**config.mk**
```make
export PLATFORM = sky130hd
export DESIGN_NAME = cdd_clock_divider
export DESIGN_NICKNAME = d
export VERILOG_FILES = /design/src/hw/cdd_pkg.sv /design/src/hw/cdd_clock_divider.sv /design/src/hw/cdd_retimer.sv
export SDC_FILE = /design/constraint.sdc
export NUM_CORES = 1
export LEC_CHECK = 0
export BUFFER_PORTS_ARGS = -buffer_cell sky130_fd_sc_hd__buf_2
export CAP_MARGIN = 0
export CORE_ASPECT_RATIO = 0.9
export CORE_UTILIZATION = 45
export CTS_BUF_LIST = sky130_fd_sc_hd__clkbuf_8
export CTS_CLUSTER_SIZE = 8
export DETAILED_ROUTE_END_ITERATION = 8
export PLACE_DENSITY = 0.77
export SETUP_SLACK_MARGIN = 0.02
export SLEW_MARGIN = 20
export SYNTH_ARGS = -nofsm -noshare
export SYNTH_HDL_FRONTEND = slang
export SYNTH_HIERARCHICAL = 1
export SYNTH_SLANG_ARGS = --single-unit
```
**constraint.sdc**
```tcl
create_clock -name ref_clk -period 2.3 [get_ports ref_clk]
set_clock_uncertainty 0.15 [all_clocks]
set_input_delay 0.69 -clock ref_clk [delete_from_list [all_inputs] [get_ports ref_clk]]
set_output_delay 0.69 -clock ref_clk [all_outputs]
set_load 0.05 [all_outputs]
```
**src/hw/cdd_pkg.sv**
```systemverilog
// shared constants for the clock divider and duty-cycle retimer
package cdd_pkg;
  // register map
  localparam logic [12:0] CDD_ADDR_CLK_ALIGN = 13'h100; // clock_alignment_control
  localparam logic [7:0] CDD_CTRL_RESET = 8'h00; // value after reset
  localparam int CDD_SYNC_EN_BIT = 1; // realign on alignment pulses
  localparam int CDD_SYNC_FIRST_BIT = 2; // only first pulse after a write
  // divider range
  localparam int CDD_DIV_MIN = 1;
  localparam int CDD_DIV_MAX = 8;
  // reference clock and relock timing
  localparam int CDD_CLK_PERIOD_NS = 50; // 20 MHz ref_clk
  localparam int CDD_RELOCK_MIN_NS = 1500; // least relock wait
  localparam int CDD_RELOCK_MAX_NS = 5000; // longest relock wait
  // least time rounds up, longest rounds down
  localparam int CDD_RELOCK_MIN_CYC =
    (CDD_RELOCK_MIN_NS + CDD_CLK_PERIOD_NS - 1) / CDD_CLK_PERIOD_NS;
  localparam int CDD_RELOCK_MAX_CYC = CDD_RELOCK_MAX_NS / CDD_CLK_PERIOD_NS;
  // reset values of counters
  localparam logic [2:0] CDD_DIV_CNT_RESET = 3'h0;
endpackage

```
**src/hw/cdd_clock_divider.sv**
```systemverilog
// input clock divider with alignment pulse and duty-cycle retimer
`timescale 1ns/1ps
module cdd_clock_divider import cdd_pkg::*; #(
  parameter int PER_W = 8, // width of period measurement
  parameter int DIV_MAX = CDD_DIV_MAX // largest divide ratio
) (
  // clock and reset
  input wire logic ref_clk,
  input wire logic rst_n,
  // sample clock and alignment pulse from outside
  input wire logic sample_clk_in,
  input wire logic sync_in,
  // register port
  input wire logic reg_wr,
  input wire logic [12:0] reg_addr,
  input wire logic [7:0] reg_wdata,
  output logic [7:0] reg_rdata_r,
  // clock configuration
  input wire logic [2:0] div_sel, // ratio minus one
  input wire logic retimer_en, // duty_cycle_retimer enable setting
  input wire logic strap_mode, // pin-strapped configuration
  input wire logic serial_io_retimer_strap,
  // converter core side
  output logic conv_clk_r,
  output logic conv_rise_r, // one-cycle pulse at each sampling edge
  output logic retime_active_r,
  output logic locked_r,
  output logic sync_armed_r
);
  initial begin
    if (DIV_MAX < CDD_DIV_MIN || DIV_MAX > CDD_DIV_MAX) begin
      $error("cdd_clock_divider: DIV_MAX out of range");
    end
  end

  logic in_q_r; // previous sample clock level
  logic in_rise; // sample clock rising
  logic in_fall; // sample clock falling
  logic sync_s1_r; // synchroniser first stage
  logic sync_s2_r; // synchroniser second stage
  logic sync_s3_r; // edge detect stage
  logic sync_rise; // synchronized pulse edge
  logic sync_acc; // pulse accepted for realignment
  logic ctrl_wr; // write to clock_alignment_control
  logic [7:0] ctrl_r; // clock_alignment_control
  logic [2:0] div_cnt_r; // divider phase
  logic [2:0] div_last; // last phase for chosen ratio
  logic conv_rise; // divided rising edge this cycle
  logic retimer_on; // retimer requested
  logic [PER_W-1:0] hi_cnt_r; // cycles since divided rise
  logic [PER_W-1:0] half; // retimed high time
  logic loop_locked; // lock from the retimer loop
  logic fall_now; // divided clock falls this cycle
  logic [7:0] low_cnt_r; // cycles since the loop lost lock

  assign in_rise = sample_clk_in && !in_q_r;
  assign in_fall = !sample_clk_in && in_q_r;
  assign sync_rise = sync_s2_r && !sync_s3_r;
  assign ctrl_wr = reg_wr && (reg_addr == CDD_ADDR_CLK_ALIGN);
  // when enabled, every pulse, or only while armed in first-only mode
  assign sync_acc = sync_rise && ctrl_r[CDD_SYNC_EN_BIT] &&
                    (!ctrl_r[CDD_SYNC_FIRST_BIT] || sync_armed_r);
  // clamp the ratio to what this build supports
  assign div_last = (32'(div_sel) >= DIV_MAX) ? 3'(DIV_MAX - 1) : div_sel;
  // accepted pulse suppresses the rise in its own cycle
  assign conv_rise = in_rise && (div_cnt_r == CDD_DIV_CNT_RESET) && !sync_acc;
  // strap pin replaces the enable in pin mode; ratio above one forces it
  assign retimer_on = (div_last != 3'h0) ||
                      (strap_mode ? serial_io_retimer_strap : retimer_en);
  // retimed fall at half period, else follow the raw input fall
  assign fall_now = retime_active_r ? (hi_cnt_r >= half) : in_fall;

  // sample clock edge history and pulse synchroniser
  always_ff @(posedge ref_clk or negedge rst_n) begin
    if (!rst_n) begin
      in_q_r <= 1'b0;
      sync_s1_r <= 1'b0;
      sync_s2_r <= 1'b0;
      sync_s3_r <= 1'b0;
    end else begin
      in_q_r <= sample_clk_in;
      sync_s1_r <= sync_in;
      sync_s2_r <= sync_s1_r;
      sync_s3_r <= sync_s2_r;
    end
  end

  // control register and readback
  always_ff @(posedge ref_clk or negedge rst_n) begin
    if (!rst_n) begin
      ctrl_r <= CDD_CTRL_RESET;
      reg_rdata_r <= 8'h00;
    end else begin
      if (ctrl_wr) begin
        ctrl_r <= reg_wdata;
      end
      // unmapped addresses read zero
      reg_rdata_r <= (reg_addr == CDD_ADDR_CLK_ALIGN) ? ctrl_r : 8'h00;
    end
  end

  // arming for first-only mode: a write re-arms even over a taken pulse
  always_ff @(posedge ref_clk or negedge rst_n) begin
    if (!rst_n) begin
      sync_armed_r <= 1'b0;
    end else if (ctrl_wr) begin
      sync_armed_r <= 1'b1;
    end else if (sync_acc) begin
      sync_armed_r <= 1'b0;
    end
  end

  // divider phase counter
  always_ff @(posedge ref_clk or negedge rst_n) begin
    if (!rst_n) begin
      div_cnt_r <= CDD_DIV_CNT_RESET;
    end else if (sync_acc) begin
      div_cnt_r <= CDD_DIV_CNT_RESET;
    end else if (in_rise) begin
      div_cnt_r <= (div_cnt_r >= div_last) ? CDD_DIV_CNT_RESET : div_cnt_r + 3'h1;
    end
  end

  cdd_retimer #(.PER_W(PER_W)) u_retimer (
    .ref_clk(ref_clk),
    .rst_n(rst_n),
    .rise(conv_rise),
    .locked_r(loop_locked),
    .half_r(half)
  );

  // retimer engagement: only when requested and locked
  always_ff @(posedge ref_clk or negedge rst_n) begin
    if (!rst_n) begin
      retime_active_r <= 1'b0;
      locked_r <= 1'b0;
    end else begin
      retime_active_r <= retimer_on && loop_locked;
      locked_r <= loop_locked;
    end
  end

  // divided clock: rise on the sampling edge, fall raw or retimed
  always_ff @(posedge ref_clk or negedge rst_n) begin
    if (!rst_n) begin
      conv_clk_r <= 1'b0;
      conv_rise_r <= 1'b0;
      hi_cnt_r <= '0;
    end else begin
      conv_rise_r <= conv_rise;
      if (conv_rise) begin
        conv_clk_r <= 1'b1;
        hi_cnt_r <= PER_W'(1);
      end else if (conv_clk_r && fall_now) begin
        conv_clk_r <= 1'b0;
      end else if (conv_clk_r && hi_cnt_r != {PER_W{1'b1}}) begin
        hi_cnt_r <= hi_cnt_r + PER_W'(1);
      end
    end
  end

  // time out of lock, so the relock check does not lean on the loop's own timer
  always_ff @(posedge ref_clk or negedge rst_n) begin
    if (!rst_n) begin
      low_cnt_r <= 8'h00;
    end else if (loop_locked) begin
      low_cnt_r <= 8'h00; // locked, nothing to count
    end else if (low_cnt_r != 8'hff) begin
      low_cnt_r <= low_cnt_r + 8'h01; // saturates on long losses
    end
  end

  // checks
  sync_resets_div_a: assert property (@(posedge ref_clk) disable iff (!rst_n)
    sync_acc |=> div_cnt_r == CDD_DIV_CNT_RESET)
    else $error("accepted pulse did not reset divider");
  first_only_disarm_a: assert property (@(posedge ref_clk) disable iff (!rst_n)
    (sync_acc && !ctrl_wr && ctrl_r[CDD_SYNC_FIRST_BIT]) |=> !sync_armed_r)
    else $error("first-only mode stayed armed");
  ignored_when_disarmed_a: assert property (@(posedge ref_clk) disable iff (!rst_n)
    (sync_rise && ctrl_r[CDD_SYNC_FIRST_BIT] && !sync_armed_r && !ctrl_wr && !in_rise)
    |=> div_cnt_r == $past(div_cnt_r))
    else $error("pulse accepted while disarmed");
  forced_retimer_a: assert property (@(posedge ref_clk) disable iff (!rst_n)
    (div_last != 3'h0 && loop_locked) |=> retime_active_r)
    else $error("retimer not forced for ratio above one");
  strap_select_a: assert property (@(posedge ref_clk) disable iff (!rst_n)
    (strap_mode && !serial_io_retimer_strap && div_last == 3'h0) |=> !retime_active_r)
    else $error("strap low did not disable retimer");
  bypass_follows_a: assert property (@(posedge ref_clk) disable iff (!rst_n)
    (!retime_active_r && conv_clk_r && in_fall && !conv_rise) |=> !conv_clk_r)
    else $error("bypass did not follow input fall");
  rise_at_phase_a: assert property (@(posedge ref_clk) disable iff (!rst_n)
    $rose(conv_clk_r) |-> $past(in_rise) && $past(div_cnt_r) == CDD_DIV_CNT_RESET)
    else $error("divided rise off phase zero");
  retimed_high_a: assert property (@(posedge ref_clk) disable iff (!rst_n)
    (retime_active_r && conv_clk_r && hi_cnt_r < half && !in_rise) |=> conv_clk_r)
    else $error("retimed clock fell early");
  lock_needs_time_a: assert property (@(posedge ref_clk) disable iff (!rst_n)
    $rose(loop_locked) |-> low_cnt_r >= 8'(CDD_RELOCK_MIN_CYC))
    else $error("loop relocked before the least wait");

  realign_c: cover property (@(posedge ref_clk) disable iff (!rst_n)
    sync_acc && div_cnt_r != CDD_DIV_CNT_RESET);
  retimed_c: cover property (@(posedge ref_clk) disable iff (!rst_n)
    retime_active_r && $fell(conv_clk_r));
  first_only_c: cover property (@(posedge ref_clk) disable iff (!rst_n)
    sync_rise && ctrl_r[CDD_SYNC_FIRST_BIT] && !sync_armed_r);
  div8_c: cover property (@(posedge ref_clk) disable iff (!rst_n)
    div_last == 3'h7 && conv_rise);
  bypass_c: cover property (@(posedge ref_clk) disable iff (!rst_n)
    !retime_active_r && locked_r && $fell(conv_clk_r));
endmodule

```
**src/hw/cdd_retimer.sv**
```systemverilog
// duty-cycle retimer loop: measures the divided period and reports lock
`timescale 1ns/1ps
module cdd_retimer import cdd_pkg::*; #(
  parameter int PER_W = 8 // width of the period counter
) (
  // clock and reset
  input wire logic ref_clk,
  input wire logic rst_n,
  // rising edge of the divided clock
  input wire logic rise,
  // loop state
  output logic locked_r,
  output logic [PER_W-1:0] half_r
);
  localparam logic [PER_W-1:0] PER_MAX = {PER_W{1'b1}}; // slow or stopped input
  localparam logic [PER_W-1:0] RELOCK = PER_W'(CDD_RELOCK_MIN_CYC);

  initial begin
    if (PER_W < 3 || CDD_RELOCK_MIN_CYC >= 2 ** PER_W) begin
      $error("cdd_retimer: PER_W too small");
    end
  end

  logic [PER_W-1:0] per_cnt_r; // cycles since last rise
  logic [PER_W-1:0] per_last_r; // last measured period
  logic [PER_W-1:0] stable_r; // cycles with steady period
  logic [PER_W-1:0] stable_nxt;
  logic [PER_W-1:0] period; // period ending at this rise
  logic match; // period unchanged and in range

  assign period = per_cnt_r + PER_W'(1);
  assign match = (period == per_last_r) && (per_cnt_r != PER_MAX);

  // period counter, saturates when the input is too slow
  always_ff @(posedge ref_clk or negedge rst_n) begin
    if (!rst_n) begin
      per_cnt_r <= '0;
      per_last_r <= '0;
      half_r <= PER_W'(1);
    end else if (rise) begin
      per_cnt_r <= '0;
      per_last_r <= period;
      // half of the period, never below one cycle
      half_r <= (period < PER_W'(2)) ? PER_W'(1) : (period >> 1);
    end else if (per_cnt_r != PER_MAX) begin
      per_cnt_r <= per_cnt_r + PER_W'(1);
    end
  end

  // stability timer: any change of period or a slow input restarts it
  always_comb begin
    stable_nxt = stable_r;
    if ((rise && !match) || per_cnt_r == PER_MAX) begin
      stable_nxt = '0;
    end else if (stable_r != RELOCK) begin
      stable_nxt = stable_r + PER_W'(1);
    end
  end

  // lock flag after the least relock time of steady input
  always_ff @(posedge ref_clk or negedge rst_n) begin
    if (!rst_n) begin
      stable_r <= '0;
      locked_r <= 1'b0;
    end else begin
      stable_r <= stable_nxt;
      locked_r <= (stable_nxt == RELOCK);
    end
  end
endmodule

```
# Yosys cells after proc, flatten, opt, wreduce, memory -nomap -nowiden
# Index checks and enable logic that the tools add are counted.
# classes
magnitude_cmp,3
mux,18
reduce_logical,30
n_eq_ne,8
n_addsub,4
# op_table
cell,n
$mux 8,8
$add 8x1->8 const B,3
$ne 8x8->1 const B,2
$eq 13x9->1 const B,1
$logic_and 1x1->1,13
$reduce_bool 2->1,5
$mux 3,3
$eq 8x5->1 const B,1
$eq 8x8->1,1
$eq 8x8->1 const B,1
$ge 8x8->1,1
$lt 8x2->1 const B,1
$ne 8x5->1 const B,1
$mux 7,1
$logic_not 1->1,6
$mux 1,6
$add 3x1->3 const B,1
$ge 3x3->1,1
$logic_not 3->1,1
$logic_or 1x1->1,3
$reduce_bool 3->1,1
$ne 2x2->1 const B,1
$reduce_and 2->1,1
# totals
regBits,69
out_inout_bits,13

# Depth between registers and ports, before layout
# depth
depth_word,10
mapped_depth,9
ltp_nobuf,8

# Hierarchy
# The synthesis kept the hierarchy.
# modules_own_cells
module,cells_per_inst,n_inst,area_per_inst_um2
cdd_clock_divider,157,1,1784.2
cdd_retimer,174,1,1781.7

# Least setup slack after synthesis
# Ideal clock, no wire load.
# synth_timing
path_kind,flip-flop to flip-flop
startpoint,reg sync_armed_r
endpoint,reg u_retimer.half_r[2]
stages_incl_launch_ff,10
t_arrival_ns,2.328
path_slack_ns,-0.297
setup_time_ns,0.119
required_ns,2.031
cell_sequence,dfrtp_1 inv_1 a21oi_1 or4b_2 clkbuf_1 inv_1 buf_6 clkbuf_1 nand2_1 o21a_1
# synth_between
elab_chain_cells,4
# synth_rtl
element,line_no,rtl
from (decl),cdd_clock_divider.sv:28,output logic sync_armed_r
from (signal assigned),cdd_clock_divider.sv:105,sync_armed_r <= 1'b0;
from (signal assigned),cdd_clock_divider.sv:107,sync_armed_r <= 1'b1;
from (signal assigned),cdd_clock_divider.sv:109,sync_armed_r <= 1'b0;
$logic_or 1x1->1,cdd_clock_divider.sv:62,(!ctrl_r[CDD_SYNC_FIRST_BIT] || sync_armed_r);
$logic_and 1x1->1,cdd_clock_divider.sv:61,assign sync_acc = sync_rise && ctrl_r[CDD_SYNC_EN_BIT] &&
$logic_not 1->1,cdd_clock_divider.sv:66,assign conv_rise = in_rise && (div_cnt_r == CDD_DIV_CNT_RESET) && !sync_acc;
$logic_and 1x1->1,cdd_clock_divider.sv:66,
net conv_rise,cdd_clock_divider.sv:48,logic conv_rise;
to (signal assigned),cdd_retimer.sv:44,half_r <= (period < PER_W'(2)) ? PER_W'(1) : (period >> 1);
to (decl),cdd_retimer.sv:13,output logic [PER_W-1:0] half_r
# The timed path passes the listed nets, and every way through them passes these cells.
# A chain may end at the register's enable or synchronous reset.

# Final worst setup path
# layout_timing
startpoint,reg u_retimer.half_r[0]
endpoint,reg hi_cnt_r[7]
# layout_between
elab_chain_cells,5
# layout_rtl
element,line_no,rtl
$ge 8x8->1,cdd_clock_divider.sv:71,assign fall_now = retime_active_r ? (hi_cnt_r >= half) : in_fall;
$mux 1,cdd_clock_divider.sv:71,
$logic_and 1x1->1,cdd_clock_divider.sv:154,end else if (conv_clk_r && fall_now) begin
$ne 2x2->1 (no line),-,
$reduce_and 2->1 (no line),-,
to (signal assigned),cdd_clock_divider.sv:157,hi_cnt_r <= hi_cnt_r + PER_W'(1);
to (decl),cdd_clock_divider.sv:50,logic [PER_W-1:0] hi_cnt_r;
# No other way between the ends.

==> flow_metrics.py <==
metrics = {
    "run_status": {
        "status": "complete, but fails checks",
        "violations": "setup timing",
    },
    "floorplan": {
        "die_w_um": 95.8,
        "initial_utilization_pct": 46.8,
        "die_area_um2": 8280,
        "num_io_pins": 45,
        "core_area_um2": 7620,
        "rows": 30,
        "die_h_um": 86.5,
    },
    "cts": {
        "cts_root_buf": "clkbuf_8",
        "path_clk_slew_ns": 0.09,
        "cts.sinks": 68,
        "cts_tree": "yes",
        "h-tree-depth": 3,
        "clock_path_buffers": 2,
        "clk_latency_ns": 0.35,
        "cts_buffers": 9,
        "hold_buffers": 0,
    },
    "sta": {
        "post-route-period-util_pct": 107,
        "min_period_ns": 2.45,
        "slew_violations": 0,
        "slew_headroom_pct": 57.3,
        "fin_setup_tns_ns": -0.660,
        "tightest_slew_ns": 0.641,
        "worst_slack_ns": -0.150,
        "rsz0062_at_grt": "yes",
        "setup_violations": 8,
        "hold_viol_final": 0,
        "timing.fmax_mhz": 408,
    },
    "power": {
        "power_frac_comb_pct": 43.2,
        "switchingPower_w": 0.00211,
        "power_frac_seq_pct": 37.1,
        "leakage_nw": 2.04,
        "power_density_nw_per_um2": 1210,
        "swShare_pct": 40.4,
        "power.total_w": 0.00521,
        "clkPwrFrac_pct": 19.8,
        "peakVddDrop_v": 0.000451,
        "p_int_w": 0.00310,
    },
    "yosys": {
        "ys_top_cells_by_area": "dfrtp_1, ha_1, xnor2_1, mux2_2, a21oi_1",
        "synth_edf_count": 0,
        "synthArstFlopShare_pct": 100,
        "yosysWarnings": 6,
        "synth.top_cell.area_share_pct": 47.0,
        "ys_ff_latch": 68,
        "ys.flop_type": "dfrtp_1",
        "yosys.cell_types.count": 66,
        "yosysTopAreaCell": "dfrtp_1",
        "syn_nets": 380,
        "postSynthAreaPerCell_um2": 10.8,
        "synth_area_um2": 3570,
        "netlist_instances": 331,
        "ys_seq_area_share_pct": 47.8,
    },
    "global_routing": {
        "grt_max_degree": 27,
        "antenna_found_initial": 0,
        "grt_first_pass_wirelength_mm": 12.9,
        "grt_usage_pct": 20.3,
        "overflow": 0,
        "grt_pass1_vias": 2843,
    },
    "detailed_routing": {
        "drt_iter0_drc": 123,
        "drc": 0,
        "dr_total_vias": 2750,
        "drt_pass1_iterations": 4,
        "wl_per_cell_um": 15.3,
        "drt-vias-per-instance": 5.49,
        "drt-total-wl_mm": 7.66,
        "ant_nets": 0,
    },
    "layout": {
        "n_antenna_cell": 0,
        "drive_above_1_share_pct": 30.1,
        "final_nets": 449,
        "layout_common_cells": "dfrtp_1, buf_2, nor2_1",
        "syn_to_final_growth_pct": 21.2,
        "mostFrequentLayoutCell": "dfrtp_1",
        "instances_no_fill": 501,
        "final_area_um2": 4320,
    },
    "setup_path": {
        "cp-start-kind": "register",
        "end_kind": "register",
        "regToRegEndpoint": "hi_cnt_r[7]$_DFFE_PN0P_",
        "r2r_start": "u_retimer/half_r[0]$_DFFE_PN1P_",
        "arrival_ns": 2.55,
        "crit_required_ns": 2.40,
        "rr_worst_depth": 7,
        "critPathMaxFanout": 8,
        "worstSetupPathType": "reg2reg",
        "regToRegSetupSlack_ns": -0.15,
    },
    "placement": {
        "dp_hpwl_mm": 5.33,
        "numPlacedInstances": 484,
        "routabilityCongestion": 0.850,
        "port_buffers": 44,
        "placed_area_um2": 4070,
    },
    "flow_run": {
        "drv_cap": 0,
    },
    "hold_path": {
        "hold_path_class": "in2async",
    },
}
through the flow:
step                      hold slack (ns)  setup WS (ns)  utilization [%]
after floorplan                     0.181        -0.0346                -
after global placement              0.184        -0.0427             53.3
after detailed placement            0.188         -0.106             53.3
after CTS                           0.204         -0.119             56.4
after global routing                0.211         -0.191             56.7
final                               0.204         -0.150             56.7
metal layers:
| layer | up-vias | GRT usage [%] | wire length (um) |
|---|---|---|---|
| li1 | 1317 | - | - |
| met1 | 1331 | 25.0 | 3380 |
| met2 | 85 | 33.1 | 3650 |
| met3 | 17 | 6.23 | 462 |
| met4 | 0 | 8.41 | 170 |
| met5 | - | 0 | 0 |
critical path, cell delays in order (launching register included):
cell and delay (ns):
dfstp_2 0.56, ha_4 0.19, nand2b_4 0.13, a2111o_1 0.40, a311oi_4 0.30, nor2_4 0.11
o41a_1 0.33, o21a_1 0.18
worst max path at each step:
stage	slack [ns]	endpoint	start
2_1_floorplan	-0.03	hi_cnt_r[7]$_DFFE_PN0P_	u_retimer/half_r[0]$_DFFE_PN1P_
3_3_place_gp	-0.04	hi_cnt_r[7]$_DFFE_PN0P_	u_retimer/half_r[0]$_DFFE_PN1P_
3_5_place_dp	-0.11	hi_cnt_r[7]$_DFFE_PN0P_	u_retimer/half_r[0]$_DFFE_PN1P_
4_1_cts	-0.12	hi_cnt_r[7]$_DFFE_PN0P_	u_retimer/half_r[0]$_DFFE_PN1P_
5_1_grt	-0.19	hi_cnt_r[7]$_DFFE_PN0P_	u_retimer/half_r[0]$_DFFE_PN1P_
6_report	-0.15	hi_cnt_r[7]$_DFFE_PN0P_	u_retimer/half_r[0]$_DFFE_PN1P_
sequential cells by signal, summed over array words and instances (netlist names), 3 cells and up:
| name | count |
|---|---|
| ctrl_r | 8 |
| hi_cnt_r | 8 |
| reg_rdata_r | 8 |
| u_retimer/per_cnt_r | 8 |
| u_retimer/per_last_r | 8 |
| u_retimer/stable_r | 8 |
| u_retimer/half_r | 7 |
| div_cnt_r | 3 |
kinds of logic after synthesis:
| kind of cell | count (synthesis) | share of synthesized area [%] |
|---|---|---|
| adders and majority gates | 17 | 5.96 |
| muxes | 15 | 4.53 |
| AOI/OAI and AO/OA | 65 | 13.3 |
| buffers and inverters | 29 | 4.35 |
| DFF | 68 | 47.8 |
| other | 1 | 0.105 |
| xor gates and xnor gates | 22 | 5.61 |
| and+or+nand+nor | 114 | 18.4 |
power groups by stage:
stage                     Clock [W]  Sequential (W)  Combinational [W]
final                       0.00103         0.00193            0.00225
after global routing        0.00110         0.00197            0.00249
after CTS                   0.00105         0.00192            0.00213
after detailed placement          0         0.00194            0.00209
after global placement            0         0.00190            0.00200
after floorplan                   0         0.00192            0.00152
area by class of cell:
type                            count  area (um2)
Inverter                           17        68.8
Fill cell                         614        3300
Clock buffer                        9         124
Multi-Input combinational cell    235        1780
Timing Repair Buffer               69         445
Sequential cell                    68        1700
Clock inverter                      7        81.3
Tap cell                           96         120
synthesized netlist by cell type, types with 2 or more instances:
cell / number
nor2b_1: 3
nor2_1: 23
a22o_1: 2
a21oi_1: 20
nand2b_1: 7
ha_1: 17
and3_1: 4
o22ai_1: 2
mux2i_1: 6
mux2_2: 9
o21ai_0: 9
xnor2_1: 12
or4_1: 2
or3_1: 4
o21a_1: 9
nand3b_1: 3
dfrtp_1: 67
xor2_1: 9
inv_1: 17
nand2_1: 19
nor4_1: 3
a31oi_1: 3
nor4b_2: 2
clkbuf_1: 4
nand3_1: 10
a21o_1: 3
nand4_1: 6
buf_6: 5
and2_1: 10
nor3_1: 4
buf_4: 2
what timing repair did:
item / CTS / global route
endpoints found under the setup margin: 8 / 10
pin swaps: 0 / 4
cloned: 0 / 1
gates resized for setup: 4 / 5
buffers inserted: 1 / 0
(Power assumes the default switching activity.)
